--- src/dch_defs.svh ---
// constants for the diskette channel host port: port offsets, parameter
// block layout, channel word fields, status bits, host register map, timing
// assumes it is included by bare name wherever a constant is needed
`ifndef DCH_DEFS_SVH
`define DCH_DEFS_SVH

// channel command offsets within the eight-port window
`define DCH_OFS_STATUS 3'h0
`define DCH_OFS_TYPE 3'h1
`define DCH_OFS_PTR_LO 3'h1
`define DCH_OFS_PTR_HI 3'h2
`define DCH_OFS_RESULT 3'h3
`define DCH_OFS_RESET 3'h7

// parameter block byte indices
`define DCH_PB_CW 3'h0
`define DCH_PB_OP 3'h1
`define DCH_PB_CNT 3'h2
`define DCH_PB_TRK 3'h3
`define DCH_PB_SEC 3'h4
`define DCH_PB_BUFL 3'h5
`define DCH_PB_BUFH 3'h6
`define DCH_PB_LAST 3'h6

// channel word fields
`define DCH_CW_WLEN 2
`define DCH_CW_IE_DONE 3
`define DCH_CW_IE_RDY 4
`define DCH_CW_RANDOM 6
`define DCH_CW_RESET 8'h18

// result type codes
`define DCH_RT_DONE 2'h0
`define DCH_RT_RDY 2'h2

// subsystem status bit positions
`define DCH_ST_RDY0 0
`define DCH_ST_RDY1 1
`define DCH_ST_INT 2
`define DCH_ST_PRES 3
`define DCH_ST_DD 4
`define DCH_ST_RDY2 5
`define DCH_ST_RDY3 6

// host apb register map
`define DCH_APB_CMD 12'h000
`define DCH_APB_STAT 12'h004
`define DCH_APB_MEM 12'h040
`define DCH_APB_MEM_MASK 12'hfc0
`define DCH_MEM_AW 4

// timing at 40 mhz
`define DCH_CLK_MHZ 40
`define DCH_T_OUT_NS 3000
`define DCH_T_IN_NS 1000
`define DCH_ACK_OUT_CYC ((`DCH_T_OUT_NS * `DCH_CLK_MHZ) / 1000)
`define DCH_ACK_IN_CYC ((`DCH_T_IN_NS * `DCH_CLK_MHZ) / 1000)
`define DCH_TMO_NS 10000
`define DCH_TMO_CYC ((`DCH_TMO_NS * `DCH_CLK_MHZ) / 1000)

`endif

--- src/dch_pkg.sv ---
// types shared by both ends of the diskette channel host port
// assumes nothing beyond a systemverilog compiler
package dch_pkg;

   // device end sequencing
   typedef enum logic [4:0] {
      DEV_IDLE = 5'h01,
      DEV_REQ  = 5'h02,
      DEV_READ = 5'h04,
      DEV_GAP  = 5'h08,
      DEV_RUN  = 5'h10
   } dch_dev_state_e;

   // host end i/o cycle sequencing
   typedef enum logic [2:0] {
      HST_IDLE   = 3'h1,
      HST_STROBE = 3'h2,
      HST_REL    = 3'h4
   } dch_hst_state_e;

   typedef logic [7:0] dch_byte_t;

endpackage

--- src/dch_if.sv ---
// system bus between host cpu side and diskette channel: i/o strobes,
// port address, data both ways, acknowledge, interrupt, memory fetch path
// assumes the bench joins a host end and a device end through it
`timescale 1ns/1ps
`default_nettype none

interface dch_if;
   logic iowc_n;
   logic iorc_n;
   logic [15:0] adr;
   logic [7:0] dat_w;
   logic [7:0] dat_r;
   logic xack_n;
   logic int_n;
   logic breq_n;
   logic bgnt_n;
   logic mrdc_n;
   logic [15:0] madr;
   logic [7:0] mdat;
   logic mack_n;

   modport dev (
      input iowc_n, iorc_n, adr, dat_w, bgnt_n, mdat, mack_n,
      output dat_r, xack_n, int_n, breq_n, mrdc_n, madr
   );
   modport host (
      output iowc_n, iorc_n, adr, dat_w, bgnt_n, mdat, mack_n,
      input dat_r, xack_n, int_n, breq_n, mrdc_n, madr
   );
endinterface

`default_nettype wire

--- src/dch_decode.sv ---
// channel command decoder: strobes plus low address bits pick a command,
// upper five address bits are matched against the base switches
// assumes strobes and address are synchronous to the caller's clock
`timescale 1ns/1ps
`default_nettype none
`include "dch_defs.svh"

module dch_decode (
   input wire logic iowc_n,
   input wire logic iorc_n,
   input wire logic [7:0] adr,
   input wire logic [4:0] base_sw,
   output logic wr_lo,
   output logic wr_hi,
   output logic wr_rst,
   output logic rd_stat,
   output logic rd_type,
   output logic rd_byte
);
   logic hit;

   // base match on upper bits, command from strobe and low bits
   assign hit = (adr[7:3] == base_sw);
   assign wr_lo = hit & ~iowc_n & (adr[2:0] == `DCH_OFS_PTR_LO);
   assign wr_hi = hit & ~iowc_n & (adr[2:0] == `DCH_OFS_PTR_HI);
   assign wr_rst = hit & ~iowc_n & (adr[2:0] == `DCH_OFS_RESET);
   assign rd_stat = hit & ~iorc_n & (adr[2:0] == `DCH_OFS_STATUS);
   assign rd_type = hit & ~iorc_n & (adr[2:0] == `DCH_OFS_TYPE);
   assign rd_byte = hit & ~iorc_n & (adr[2:0] == `DCH_OFS_RESULT);
endmodule

`default_nettype wire

--- src/dch_device.sv ---
// diskette channel device end: channel command ports, parameter block
// fetch as bus master, result and interrupt reporting, ready tracking
// assumes the user side runs each operation and pulses op_done when over
`timescale 1ns/1ps
`default_nettype none
`include "dch_defs.svh"

////////////////////////////////////////////////////////////////////////////
module dch_device (
   input wire logic pclk,
   input wire logic presetn,
   input wire logic ce,
   input wire logic [4:0] base_sw,
   dch_if.dev bus,
   input wire logic [3:0] drive_ready,
   output logic op_start,
   output dch_pkg::dch_byte_t op_code,
   output dch_pkg::dch_byte_t op_count,
   output dch_pkg::dch_byte_t op_track,
   output dch_pkg::dch_byte_t op_sector,
   output logic [15:0] op_buf,
   output logic cw_random,
   output logic cw_wlen,
   input wire logic op_done,
   input wire logic [7:0] op_err,
   output logic busy
);
   import dch_pkg::*;

   logic wr_lo, wr_hi, wr_rst, rd_stat, rd_type, rd_byte;
   logic strobe, allowed, accept, srst, rdy_event;
   logic served_reg, ack_reg, int_reg, op_start_reg;
   logic [7:0] dat_r_reg, ptr_lo_reg, ptr_hi_reg, cw_reg;
   logic [7:0] res_type_reg, res_byte_reg, status_w;
   logic [3:0] last_rep_reg, fall_reg, rdy_prev_reg, rep_w;
   logic [2:0] idx_reg;
   logic [7:0] pblk [0:6];
   dch_dev_state_e state_reg;

   ////////////////////////////////////////////////////////////////////////
   // command decode

   dch_decode u_dec (
      .iowc_n(bus.iowc_n),
      .iorc_n(bus.iorc_n),
      .adr(bus.adr[7:0]),
      .base_sw(base_sw),
      .wr_lo(wr_lo),
      .wr_hi(wr_hi),
      .wr_rst(wr_rst),
      .rd_stat(rd_stat),
      .rd_type(rd_type),
      .rd_byte(rd_byte)
   );

   // which commands are honoured now
   assign busy = (state_reg != DEV_IDLE);
   assign strobe = ~bus.iowc_n | ~bus.iorc_n;
   assign allowed = wr_rst | rd_stat | rd_type
      | (~busy & (wr_lo | wr_hi | rd_byte));
   assign accept = strobe & ~served_reg & allowed;
   assign srst = accept & wr_rst;

   // status byte from live ready lines and interrupt flip-flop
   always_comb begin
      status_w = 8'h00;
      status_w[`DCH_ST_RDY0] = drive_ready[0];
      status_w[`DCH_ST_RDY1] = drive_ready[1];
      status_w[`DCH_ST_INT] = int_reg;
      status_w[`DCH_ST_PRES] = 1'b1;
      status_w[`DCH_ST_DD] = 1'b1;
      status_w[`DCH_ST_RDY2] = drive_ready[2];
      status_w[`DCH_ST_RDY3] = drive_ready[3];
   end

   ////////////////////////////////////////////////////////////////////////
   // acknowledge path: data lands one edge, acknowledge the next

   always_ff @(posedge pclk or negedge presetn) begin
      if (!presetn) begin
         served_reg <= 1'b0;
         ack_reg <= 1'b0;
         dat_r_reg <= 8'h00;
      end else if (ce) begin
         if (!strobe) begin
            served_reg <= 1'b0;
         end else if (accept) begin
            served_reg <= 1'b1;
         end
         ack_reg <= served_reg & strobe;
         if (accept & rd_stat) begin
            dat_r_reg <= status_w;
         end else if (accept & rd_type) begin
            dat_r_reg <= res_type_reg;
         end else if (accept & rd_byte) begin
            dat_r_reg <= res_byte_reg;
         end
      end
   end

   assign bus.xack_n = ~ack_reg;
   assign bus.dat_r = dat_r_reg;

   ////////////////////////////////////////////////////////////////////////
   // block pointer

   always_ff @(posedge pclk or negedge presetn) begin
      if (!presetn) begin
         ptr_lo_reg <= 8'h00;
         ptr_hi_reg <= 8'h00;
      end else if (ce) begin
         if (srst) begin
            ptr_lo_reg <= 8'h00;
            ptr_hi_reg <= 8'h00;
         end else begin
            if (accept & wr_lo) begin
               ptr_lo_reg <= bus.dat_w;
            end
            if (accept & wr_hi) begin
               ptr_hi_reg <= bus.dat_w;
            end
         end
      end
   end

   ////////////////////////////////////////////////////////////////////////
   // sequencer: start, bus request, seven-byte fetch, run

   always_ff @(posedge pclk or negedge presetn) begin
      if (!presetn) begin
         state_reg <= DEV_IDLE;
         idx_reg <= 3'h0;
         op_start_reg <= 1'b0;
      end else if (ce) begin
         op_start_reg <= 1'b0;
         if (srst) begin
            state_reg <= DEV_IDLE;
            idx_reg <= 3'h0;
         end else begin
            case (state_reg)
               DEV_IDLE: begin
                  if (accept & wr_hi) begin
                     state_reg <= DEV_REQ;
                     idx_reg <= 3'h0;
                  end
               end
               DEV_REQ: begin
                  if (!bus.bgnt_n) begin
                     state_reg <= DEV_READ;
                  end
               end
               DEV_READ: begin
                  if (!bus.mack_n) begin
                     state_reg <= DEV_GAP;
                  end
               end
               DEV_GAP: begin
                  if (bus.mack_n) begin
                     if (idx_reg == `DCH_PB_LAST) begin
                        state_reg <= DEV_RUN;
                        op_start_reg <= 1'b1;
                     end else begin
                        idx_reg <= idx_reg + 3'h1;
                        state_reg <= DEV_READ;
                     end
                  end
               end
               DEV_RUN: begin
                  if (op_done) begin
                     state_reg <= DEV_IDLE;
                  end
               end
               default: begin
                  state_reg <= DEV_IDLE;
               end
            endcase
         end
      end
   end

   // fetched parameter bytes
   always_ff @(posedge pclk) begin
      if (ce && state_reg == DEV_READ && !bus.mack_n) begin
         pblk[idx_reg] <= bus.mdat;
      end
   end

   // channel word, kept for interrupt enables and user fields
   always_ff @(posedge pclk or negedge presetn) begin
      if (!presetn) begin
         cw_reg <= `DCH_CW_RESET;
      end else if (ce) begin
         if (srst) begin
            cw_reg <= `DCH_CW_RESET;
         end else if (op_start_reg) begin
            cw_reg <= pblk[`DCH_PB_CW];
         end
      end
   end

   assign bus.breq_n = ~(state_reg == DEV_REQ || state_reg == DEV_READ || state_reg == DEV_GAP);
   assign bus.mrdc_n = ~(state_reg == DEV_READ);
   assign bus.madr = {ptr_hi_reg, ptr_lo_reg} + {13'h0000, idx_reg};
   assign op_start = op_start_reg;
   assign op_code = pblk[`DCH_PB_OP];
   assign op_count = pblk[`DCH_PB_CNT];
   assign op_track = pblk[`DCH_PB_TRK];
   assign op_sector = pblk[`DCH_PB_SEC];
   assign op_buf = {pblk[`DCH_PB_BUFH], pblk[`DCH_PB_BUFL]};
   assign cw_random = cw_reg[`DCH_CW_RANDOM];
   assign cw_wlen = cw_reg[`DCH_CW_WLEN];

   ////////////////////////////////////////////////////////////////////////
   // ready tracking: drops seen while busy are reported first

   assign rep_w = drive_ready & ~fall_reg;
   assign rdy_event = (drive_ready != last_rep_reg) | (fall_reg != 4'h0);

   always_ff @(posedge pclk or negedge presetn) begin
      if (!presetn) begin
         rdy_prev_reg <= 4'h0;
      end else if (ce) begin
         rdy_prev_reg <= drive_ready;
      end
   end

   ////////////////////////////////////////////////////////////////////////
   // results and interrupt flip-flop; a new event beats the read clear

   always_ff @(posedge pclk or negedge presetn) begin
      if (!presetn) begin
         int_reg <= 1'b0;
         res_type_reg <= 8'h00;
         res_byte_reg <= 8'h00;
         last_rep_reg <= 4'h0;
         fall_reg <= 4'h0;
      end else if (ce) begin
         if (srst) begin
            int_reg <= 1'b0;
            res_type_reg <= 8'h00;
            res_byte_reg <= 8'h00;
            last_rep_reg <= 4'h0;
            fall_reg <= 4'h0;
         end else begin
            if (accept & rd_byte) begin
               int_reg <= 1'b0;
            end
            if (busy) begin
               fall_reg <= fall_reg | (rdy_prev_reg & ~drive_ready);
            end
            if (state_reg == DEV_RUN && op_done) begin
               res_type_reg <= {6'h00, `DCH_RT_DONE};
               res_byte_reg <= op_err;
               if (cw_reg[`DCH_CW_IE_DONE]) begin
                  int_reg <= 1'b1;
               end
            end else if (!busy && !int_reg && rdy_event) begin
               res_type_reg <= {6'h00, `DCH_RT_RDY};
               res_byte_reg <= {4'h0, rep_w};
               last_rep_reg <= rep_w;
               fall_reg <= 4'h0;
               if (cw_reg[`DCH_CW_IE_RDY]) begin
                  int_reg <= 1'b1;
               end
            end
         end
      end
   end

   assign bus.int_n = ~int_reg;
endmodule

`default_nettype wire

--- src/flat_wrapper.sv ---
// flat-port wrapper written by rule: the top's interface ports become plain ports
module dch_device_flat import dch_pkg::*;
  (pclk, presetn, ce, base_sw, drive_ready, op_start, op_code, op_count, op_track, op_sector, op_buf, cw_random, cw_wlen, op_done, op_err, busy, bus_iowc_n, bus_iorc_n, bus_adr, bus_dat_w, bus_bgnt_n, bus_mdat, bus_mack_n, bus_dat_r, bus_xack_n, bus_int_n, bus_breq_n, bus_mrdc_n, bus_madr);
  dch_if bus_i ();
  input wire logic pclk;
  input wire logic presetn;
  input wire logic ce;
  input wire logic [4:0] base_sw;
  input wire logic [3:0] drive_ready;
  output logic op_start;
  output dch_pkg::dch_byte_t op_code;
  output dch_pkg::dch_byte_t op_count;
  output dch_pkg::dch_byte_t op_track;
  output dch_pkg::dch_byte_t op_sector;
  output logic [15:0] op_buf;
  output logic cw_random;
  output logic cw_wlen;
  input wire logic op_done;
  input wire logic [7:0] op_err;
  output logic busy;
  input wire logic [$bits(bus_i.iowc_n)-1:0] bus_iowc_n;
  input wire logic [$bits(bus_i.iorc_n)-1:0] bus_iorc_n;
  input wire logic [$bits(bus_i.adr)-1:0] bus_adr;
  input wire logic [$bits(bus_i.dat_w)-1:0] bus_dat_w;
  input wire logic [$bits(bus_i.bgnt_n)-1:0] bus_bgnt_n;
  input wire logic [$bits(bus_i.mdat)-1:0] bus_mdat;
  input wire logic [$bits(bus_i.mack_n)-1:0] bus_mack_n;
  output wire logic [$bits(bus_i.dat_r)-1:0] bus_dat_r;
  output wire logic [$bits(bus_i.xack_n)-1:0] bus_xack_n;
  output wire logic [$bits(bus_i.int_n)-1:0] bus_int_n;
  output wire logic [$bits(bus_i.breq_n)-1:0] bus_breq_n;
  output wire logic [$bits(bus_i.mrdc_n)-1:0] bus_mrdc_n;
  output wire logic [$bits(bus_i.madr)-1:0] bus_madr;
  assign bus_i.iowc_n = bus_iowc_n;
  assign bus_i.iorc_n = bus_iorc_n;
  assign bus_i.adr = bus_adr;
  assign bus_i.dat_w = bus_dat_w;
  assign bus_i.bgnt_n = bus_bgnt_n;
  assign bus_i.mdat = bus_mdat;
  assign bus_i.mack_n = bus_mack_n;
  assign bus_dat_r = bus_i.dat_r;
  assign bus_xack_n = bus_i.xack_n;
  assign bus_int_n = bus_i.int_n;
  assign bus_breq_n = bus_i.breq_n;
  assign bus_mrdc_n = bus_i.mrdc_n;
  assign bus_madr = bus_i.madr;
  dch_device u_core (.pclk(pclk), .presetn(presetn), .ce(ce), .base_sw(base_sw), .bus(bus_i), .drive_ready(drive_ready), .op_start(op_start), .op_code(op_code), .op_count(op_count), .op_track(op_track), .op_sector(op_sector), .op_buf(op_buf), .cw_random(cw_random), .cw_wlen(cw_wlen), .op_done(op_done), .op_err(op_err), .busy(busy));
endmodule
--- config.mk ---
export PLATFORM = sky130hd
export DESIGN_NAME = dch_device_flat
export DESIGN_NICKNAME = d
export VERILOG_FILES = /design/src/dch_pkg.sv /design/src/dch_if.sv /design/src/dch_decode.sv /design/src/dch_device.sv /design/src/flat_wrapper.sv
export VERILOG_INCLUDE_DIRS = /design/src /design/src/src
export SDC_FILE = /design/constraint.sdc
export NUM_CORES = 1
export LEC_CHECK = 0
export ABC_CLOCK_PERIOD_IN_PS = 2000
export BUFFER_PORTS_ARGS = -buffer_cell sky130_fd_sc_hd__buf_2
export CAP_MARGIN = 20
export CORE_MARGIN = 3
export CORE_UTILIZATION = 47
export CTS_CLUSTER_SIZE = 28
export DETAILED_ROUTE_END_ITERATION = 7
export GPL_TIMING_DRIVEN = 0
export HOLD_SLACK_MARGIN = 0.05
export PLACE_DENSITY_LB_ADDON = 0.12
export SYNTH_ARGS = -nofsm -noshare
export SYNTH_HDL_FRONTEND = slang
export SYNTH_SLANG_ARGS = --single-unit
--- constraint.sdc ---
create_clock -name pclk -period 2 [get_ports pclk]
set_input_delay 0.3 -clock pclk [delete_from_list [all_inputs] [get_ports pclk]]
set_output_delay 0.3 -clock pclk [all_outputs]
set_load 0.02 [all_outputs]
==> flow_metrics.env <==
export IMPL_post_synth_fa_ha_maj_area_fraction_pct=1.62
export IMPL_total_leakage_power_nw=3.55
export IMPL_netlist_top_cells_area="sky130_fd_sc_hd__edfxtp_1, sky130_fd_sc_hd__dfrtp_1, sky130_fd_sc_hd__nand2_1, sky130_fd_sc_hd__xnor2_1, sky130_fd_sc_hd__mux2_2"
export IMPL_layout_drive_gt1_share_pct=52.3
export IMPL_yosys_cell_count_top_type="sky130_fd_sc_hd__dfrtp_1"
export IMPL_dr_total_vias=4443
export IMPL_worst_r2r_endpoint="u_core.idx_reg[2]"
export IMPL_worst_tran_pin_value_ns=0.823
export IMPL_yosysWarningCount=0
export IMPL_drt_total_wl_um=15100
export IMPL_drtIter0Drc=294
export IMPL_number_of_hold_violations_in_the_final_report=0
export IMPL_postSynthAreaPerCell_um2=11.7
export IMPL_grt_pass1_vias=4318
export IMPL_die_x_um=110
export IMPL_violated_checks="setup timing"
export IMPL_worstRegToRegCells=7
export IMPL_total_number_of_placement_rows=37
export IMPL_die_area_um2=12100
export IMPL_crit_path_cell_trace="ha_2 > inv_2 > fa_2 > inv_2 > a21o_1 > nor2b_4 > nor2b_4 > nand2_4 > xnor2_4 > buf_6"
export IMPL_via_density_per_instance=5.57
export IMPL_initial_core_util_pct=48.8
export IMPL_clock_tree_htree_level_count=4
export IMPL_tritoncts_num_buffers=17
export IMPL_io_buffers=127
export IMPL_diodes=0
export IMPL_power_combinational_fraction_pct=25.7
export IMPL_seq_area_frac_synth_pct=60.6
export IMPL_power_switching_share_pct=29.1
export IMPL_final_cell_area_um2=8190
export IMPL_crit_path_top_delay_cell="sky130_fd_sc_hd__dfrtp_1"
export IMPL_flow_area_growth_from_synthesis_pct=60.4
export IMPL_grt_max_degree=32
export IMPL_utilization_pct=78.2
export IMPL_worst_setup_path_type="reg2out"
export IMPL_largest_reg_flops=52
export IMPL_globalRouteOverflowTotal=0
export IMPL_die_y_um=110
export IMPL_max_slew_margin_rel_pct=44.8
export IMPL_timing_fmax_mhz=371
export IMPL_route_detailed_wl_per_inst_um=18.9
export IMPL_antenna_found_initial=0
export IMPL_route_antenna_remaining_nets=0
export IMPL_yosys_most_used_dff="sky130_fd_sc_hd__dfrtp_1"
export IMPL_drt_drc_violations_left=0
export IMPL_cts_path_max_buffers=2
export IMPL_ys_top_cells_by_count="sky130_fd_sc_hd__dfrtp_1, sky130_fd_sc_hd__nand2_1, sky130_fd_sc_hd__edfxtp_1, sky130_fd_sc_hd__nand3_1, sky130_fd_sc_hd__nor2_1"
export IMPL_cts_root_buffer_cell="sky130_fd_sc_hd__clkbuf_8"
export IMPL_synth_edff_count=52
export IMPL_postSynthNetCount=499
export IMPL_synth_lib_cells_used_distinct=60
export IMPL_cts_num_sinks=113
export IMPL_ir_worst_vdd_mv=0.672
export IMPL_rr_startpoint="u_core.state_reg[0]"
export IMPL_yosys_register_bits=113
export IMPL_i_o_pin_count=137
export IMPL_grt_setup_unrepaired="yes"
export IMPL_synthMuxAreaShare_pct=3.87
export IMPL_synth_simple_gate_area_share_pct=15.3
export IMPL_synth_xor_xnor_area_share_pct=4.12
export IMPL_critical_path_startpoint_type="register"
export IMPL_fin_nets=712
export IMPL_net_switching_power_mw=2.33
export IMPL_post_synthesis_compound_gate_area_fraction_pct=11.8
export IMPL_crit_end="bus_madr[14]"
export IMPL_core_area_um2=10500
export IMPL_synthesis_instances=436
export IMPL_r2r_slack_ns=-0.20
export IMPL_synth_top_family_by_area="simple AND/OR/NAND/NOR gates"
export IMPL_outcome="finished, violations left"
export IMPL_min_period_ns=2.69
export IMPL_clk_pin_slew_ns=0.06
export IMPL_hold_class="in2reg"
export IMPL_cell_area_after_synthesis_um2=5100
export IMPL_setup_violations_final=56
export IMPL_synth_top_area_cell="sky130_fd_sc_hd__edfxtp_1"
export IMPL_slew_violations=0
export IMPL_internal_power_mw=5.68
export IMPL_grt_pass1_wl_um=21700
export IMPL_gpl_final_weighted_congestion=0.823
export IMPL_first_pass_iters=5
export IMPL_largest_register="u_core.pblk"
export IMPL_crit_fanout=3
export IMPL_final_critical_path_setup_slack_ns=-0.695
export IMPL_clock_latency_ns=0.52
export IMPL_fill_cells=633
export IMPL_timing_critical_path_from="u_core.ptr_lo_reg[0]"
export IMPL_cp_data_arrival_time_ns=2.39
export IMPL_clockPowerShare_pct=38.5
export IMPL_ys_async_sr_fraction_pct=54.0
export IMPL_power_sequential_fraction_pct=35.9
export IMPL_critPathMaxStageDelay_ns=0.36
export IMPL_fin_worst_skew_ns=0.00662
export IMPL_critPathRequiredTime_ns=1.70
export IMPL_grt_util_all_layers_pct=23.9
export IMPL_timing_final_crit_share_pct=135
export IMPL_maxCapViolations=0
export IMPL_tritoncts="done"
export IMPL_dp_final_hpwl_um=9200
export IMPL_dpl_instance_area_um2=6150
export IMPL_pwr_cell_area_nw_per_um2=978
export IMPL_netlist_area_leader_share_pct=30.6
export IMPL_timing_critical_path_to_type="primary output"
[through the flow]
step / hold slack [ns] / cells / TNS (ns) / setup slack, ns / power (mW)
6_report: 0.0668 / 798 / -10.20 / -0.695 / 8.01
5_1_grt: 0.0733 / 798 / -15.46 / -0.815 / 8.29
4_1_cts: 0.0557 / 782 / -8.52 / -0.711 / 7.56
3_5_place_dp: 0.310 / 701 / -45.98 / -0.596 / 4.00
3_3_place_gp: 0.463 / 699 / -39.83 / -0.616 / 3.96
2_1_floorplan: 0.00441 / 436 / -5.86 / -0.113 / 3.62
[logic make-up (layout without fill, tap and decap cells)]
kind of cell	count (synthesis)	after routing
and+or+nand+nor	155	155
muxes	16	16
DFF	113	113
adders and majority gates	6	6
xor gates and xnor gates	24	24
buffers and inverters	34	260
AOI/OAI and AO/OA	88	88
[placed cells by master, fill, tap and decap left out, types with 13 or more instances in the layout]
cell and instances:
sky130_fd_sc_hd__nand2_2 13, sky130_fd_sc_hd__buf_4 33, sky130_fd_sc_hd__buf_6 23, sky130_fd_sc_hd__dlygate4sd3_1 20, sky130_fd_sc_hd__dfrtp_1 54, sky130_fd_sc_hd__edfxtp_1 52
sky130_fd_sc_hd__nand3_1 19, sky130_fd_sc_hd__clkbuf_16 16, sky130_fd_sc_hd__nand2_1 30, sky130_fd_sc_hd__buf_2 116, sky130_fd_sc_hd__nor2_1 14
[per-layer routing]
metal  vias up  global-route usage (%)  routed length [µm]
li1       2020                       -                   -
met1      2210                    29.4                6020
met2       184                    40.7                8050
met3        29                    5.36                 750
met4         0                    9.67                 298
met5         -                       0                   0
[layout make-up]
class                   instances  area, µm²  area share [%]
clock inverters                13        188            2.29
repair buffers                199       1450            17.7
plain buffers                  15        110            1.34
clock buffers                  19        422            5.15
flip-flops and latches        113       3100            37.8
well taps                     136        170            2.08
multi-input cells             289       2700            33.0
inverters                      14       52.6           0.642
[power by group through the flow]
stage / clock network (mW) / registers (mW) / logic [mW]
after floorplan: 0 / 2.86 / 0.756
final: 3.08 / 2.87 / 2.05
after CTS: 3.10 / 2.83 / 1.63
after detailed placement: 0 / 2.89 / 1.11
after global placement: 0 / 2.88 / 1.08
after global routing: 3.21 / 2.90 / 2.19
[worst max-delay path: cells and delay by family (launching register included)]
family / cells / cell delay [ns]
compound gates: 1 / 0.14
xor+xnor: 1 / 0.15
fa+ha+maj: 2 / 0.53
buf+inv: 3 / 0.22
flops: 1 / 0.36
simple gates: 3 / 0.46
[worst min path at each step]
stage / endpoint / cells past startpoint / startpoint / slack (ns)
4_1_cts: u_core.pblk[1][2] / 1 / bus_mdat[2] / 0.06
3_5_place_dp: u_core.bus.dat_r[1] / 2 / presetn / 0.31
5_1_grt: u_core.pblk[6][2] / 1 / bus_mdat[2] / 0.07
2_1_floorplan: u_core.ack_reg / 0 / presetn / 0.004
6_report: u_core.pblk[5][2] / 1 / bus_mdat[2] / 0.07
3_3_place_gp: u_core.res_byte_reg[0] / 2 / u_core.res_byte_reg[0] / 0.46
[timing repair]
action                     in CTS  in global routing
buffers inserted               31                 17
cloned                          3                  0
pin swaps                      27                 50
gates resized for setup        93                109
setup endpoints to repair     119                118
hold endpoints to repair      120                  0
hold buffers                   20                  0
Note: power is estimated with default switching activity, not from simulation.
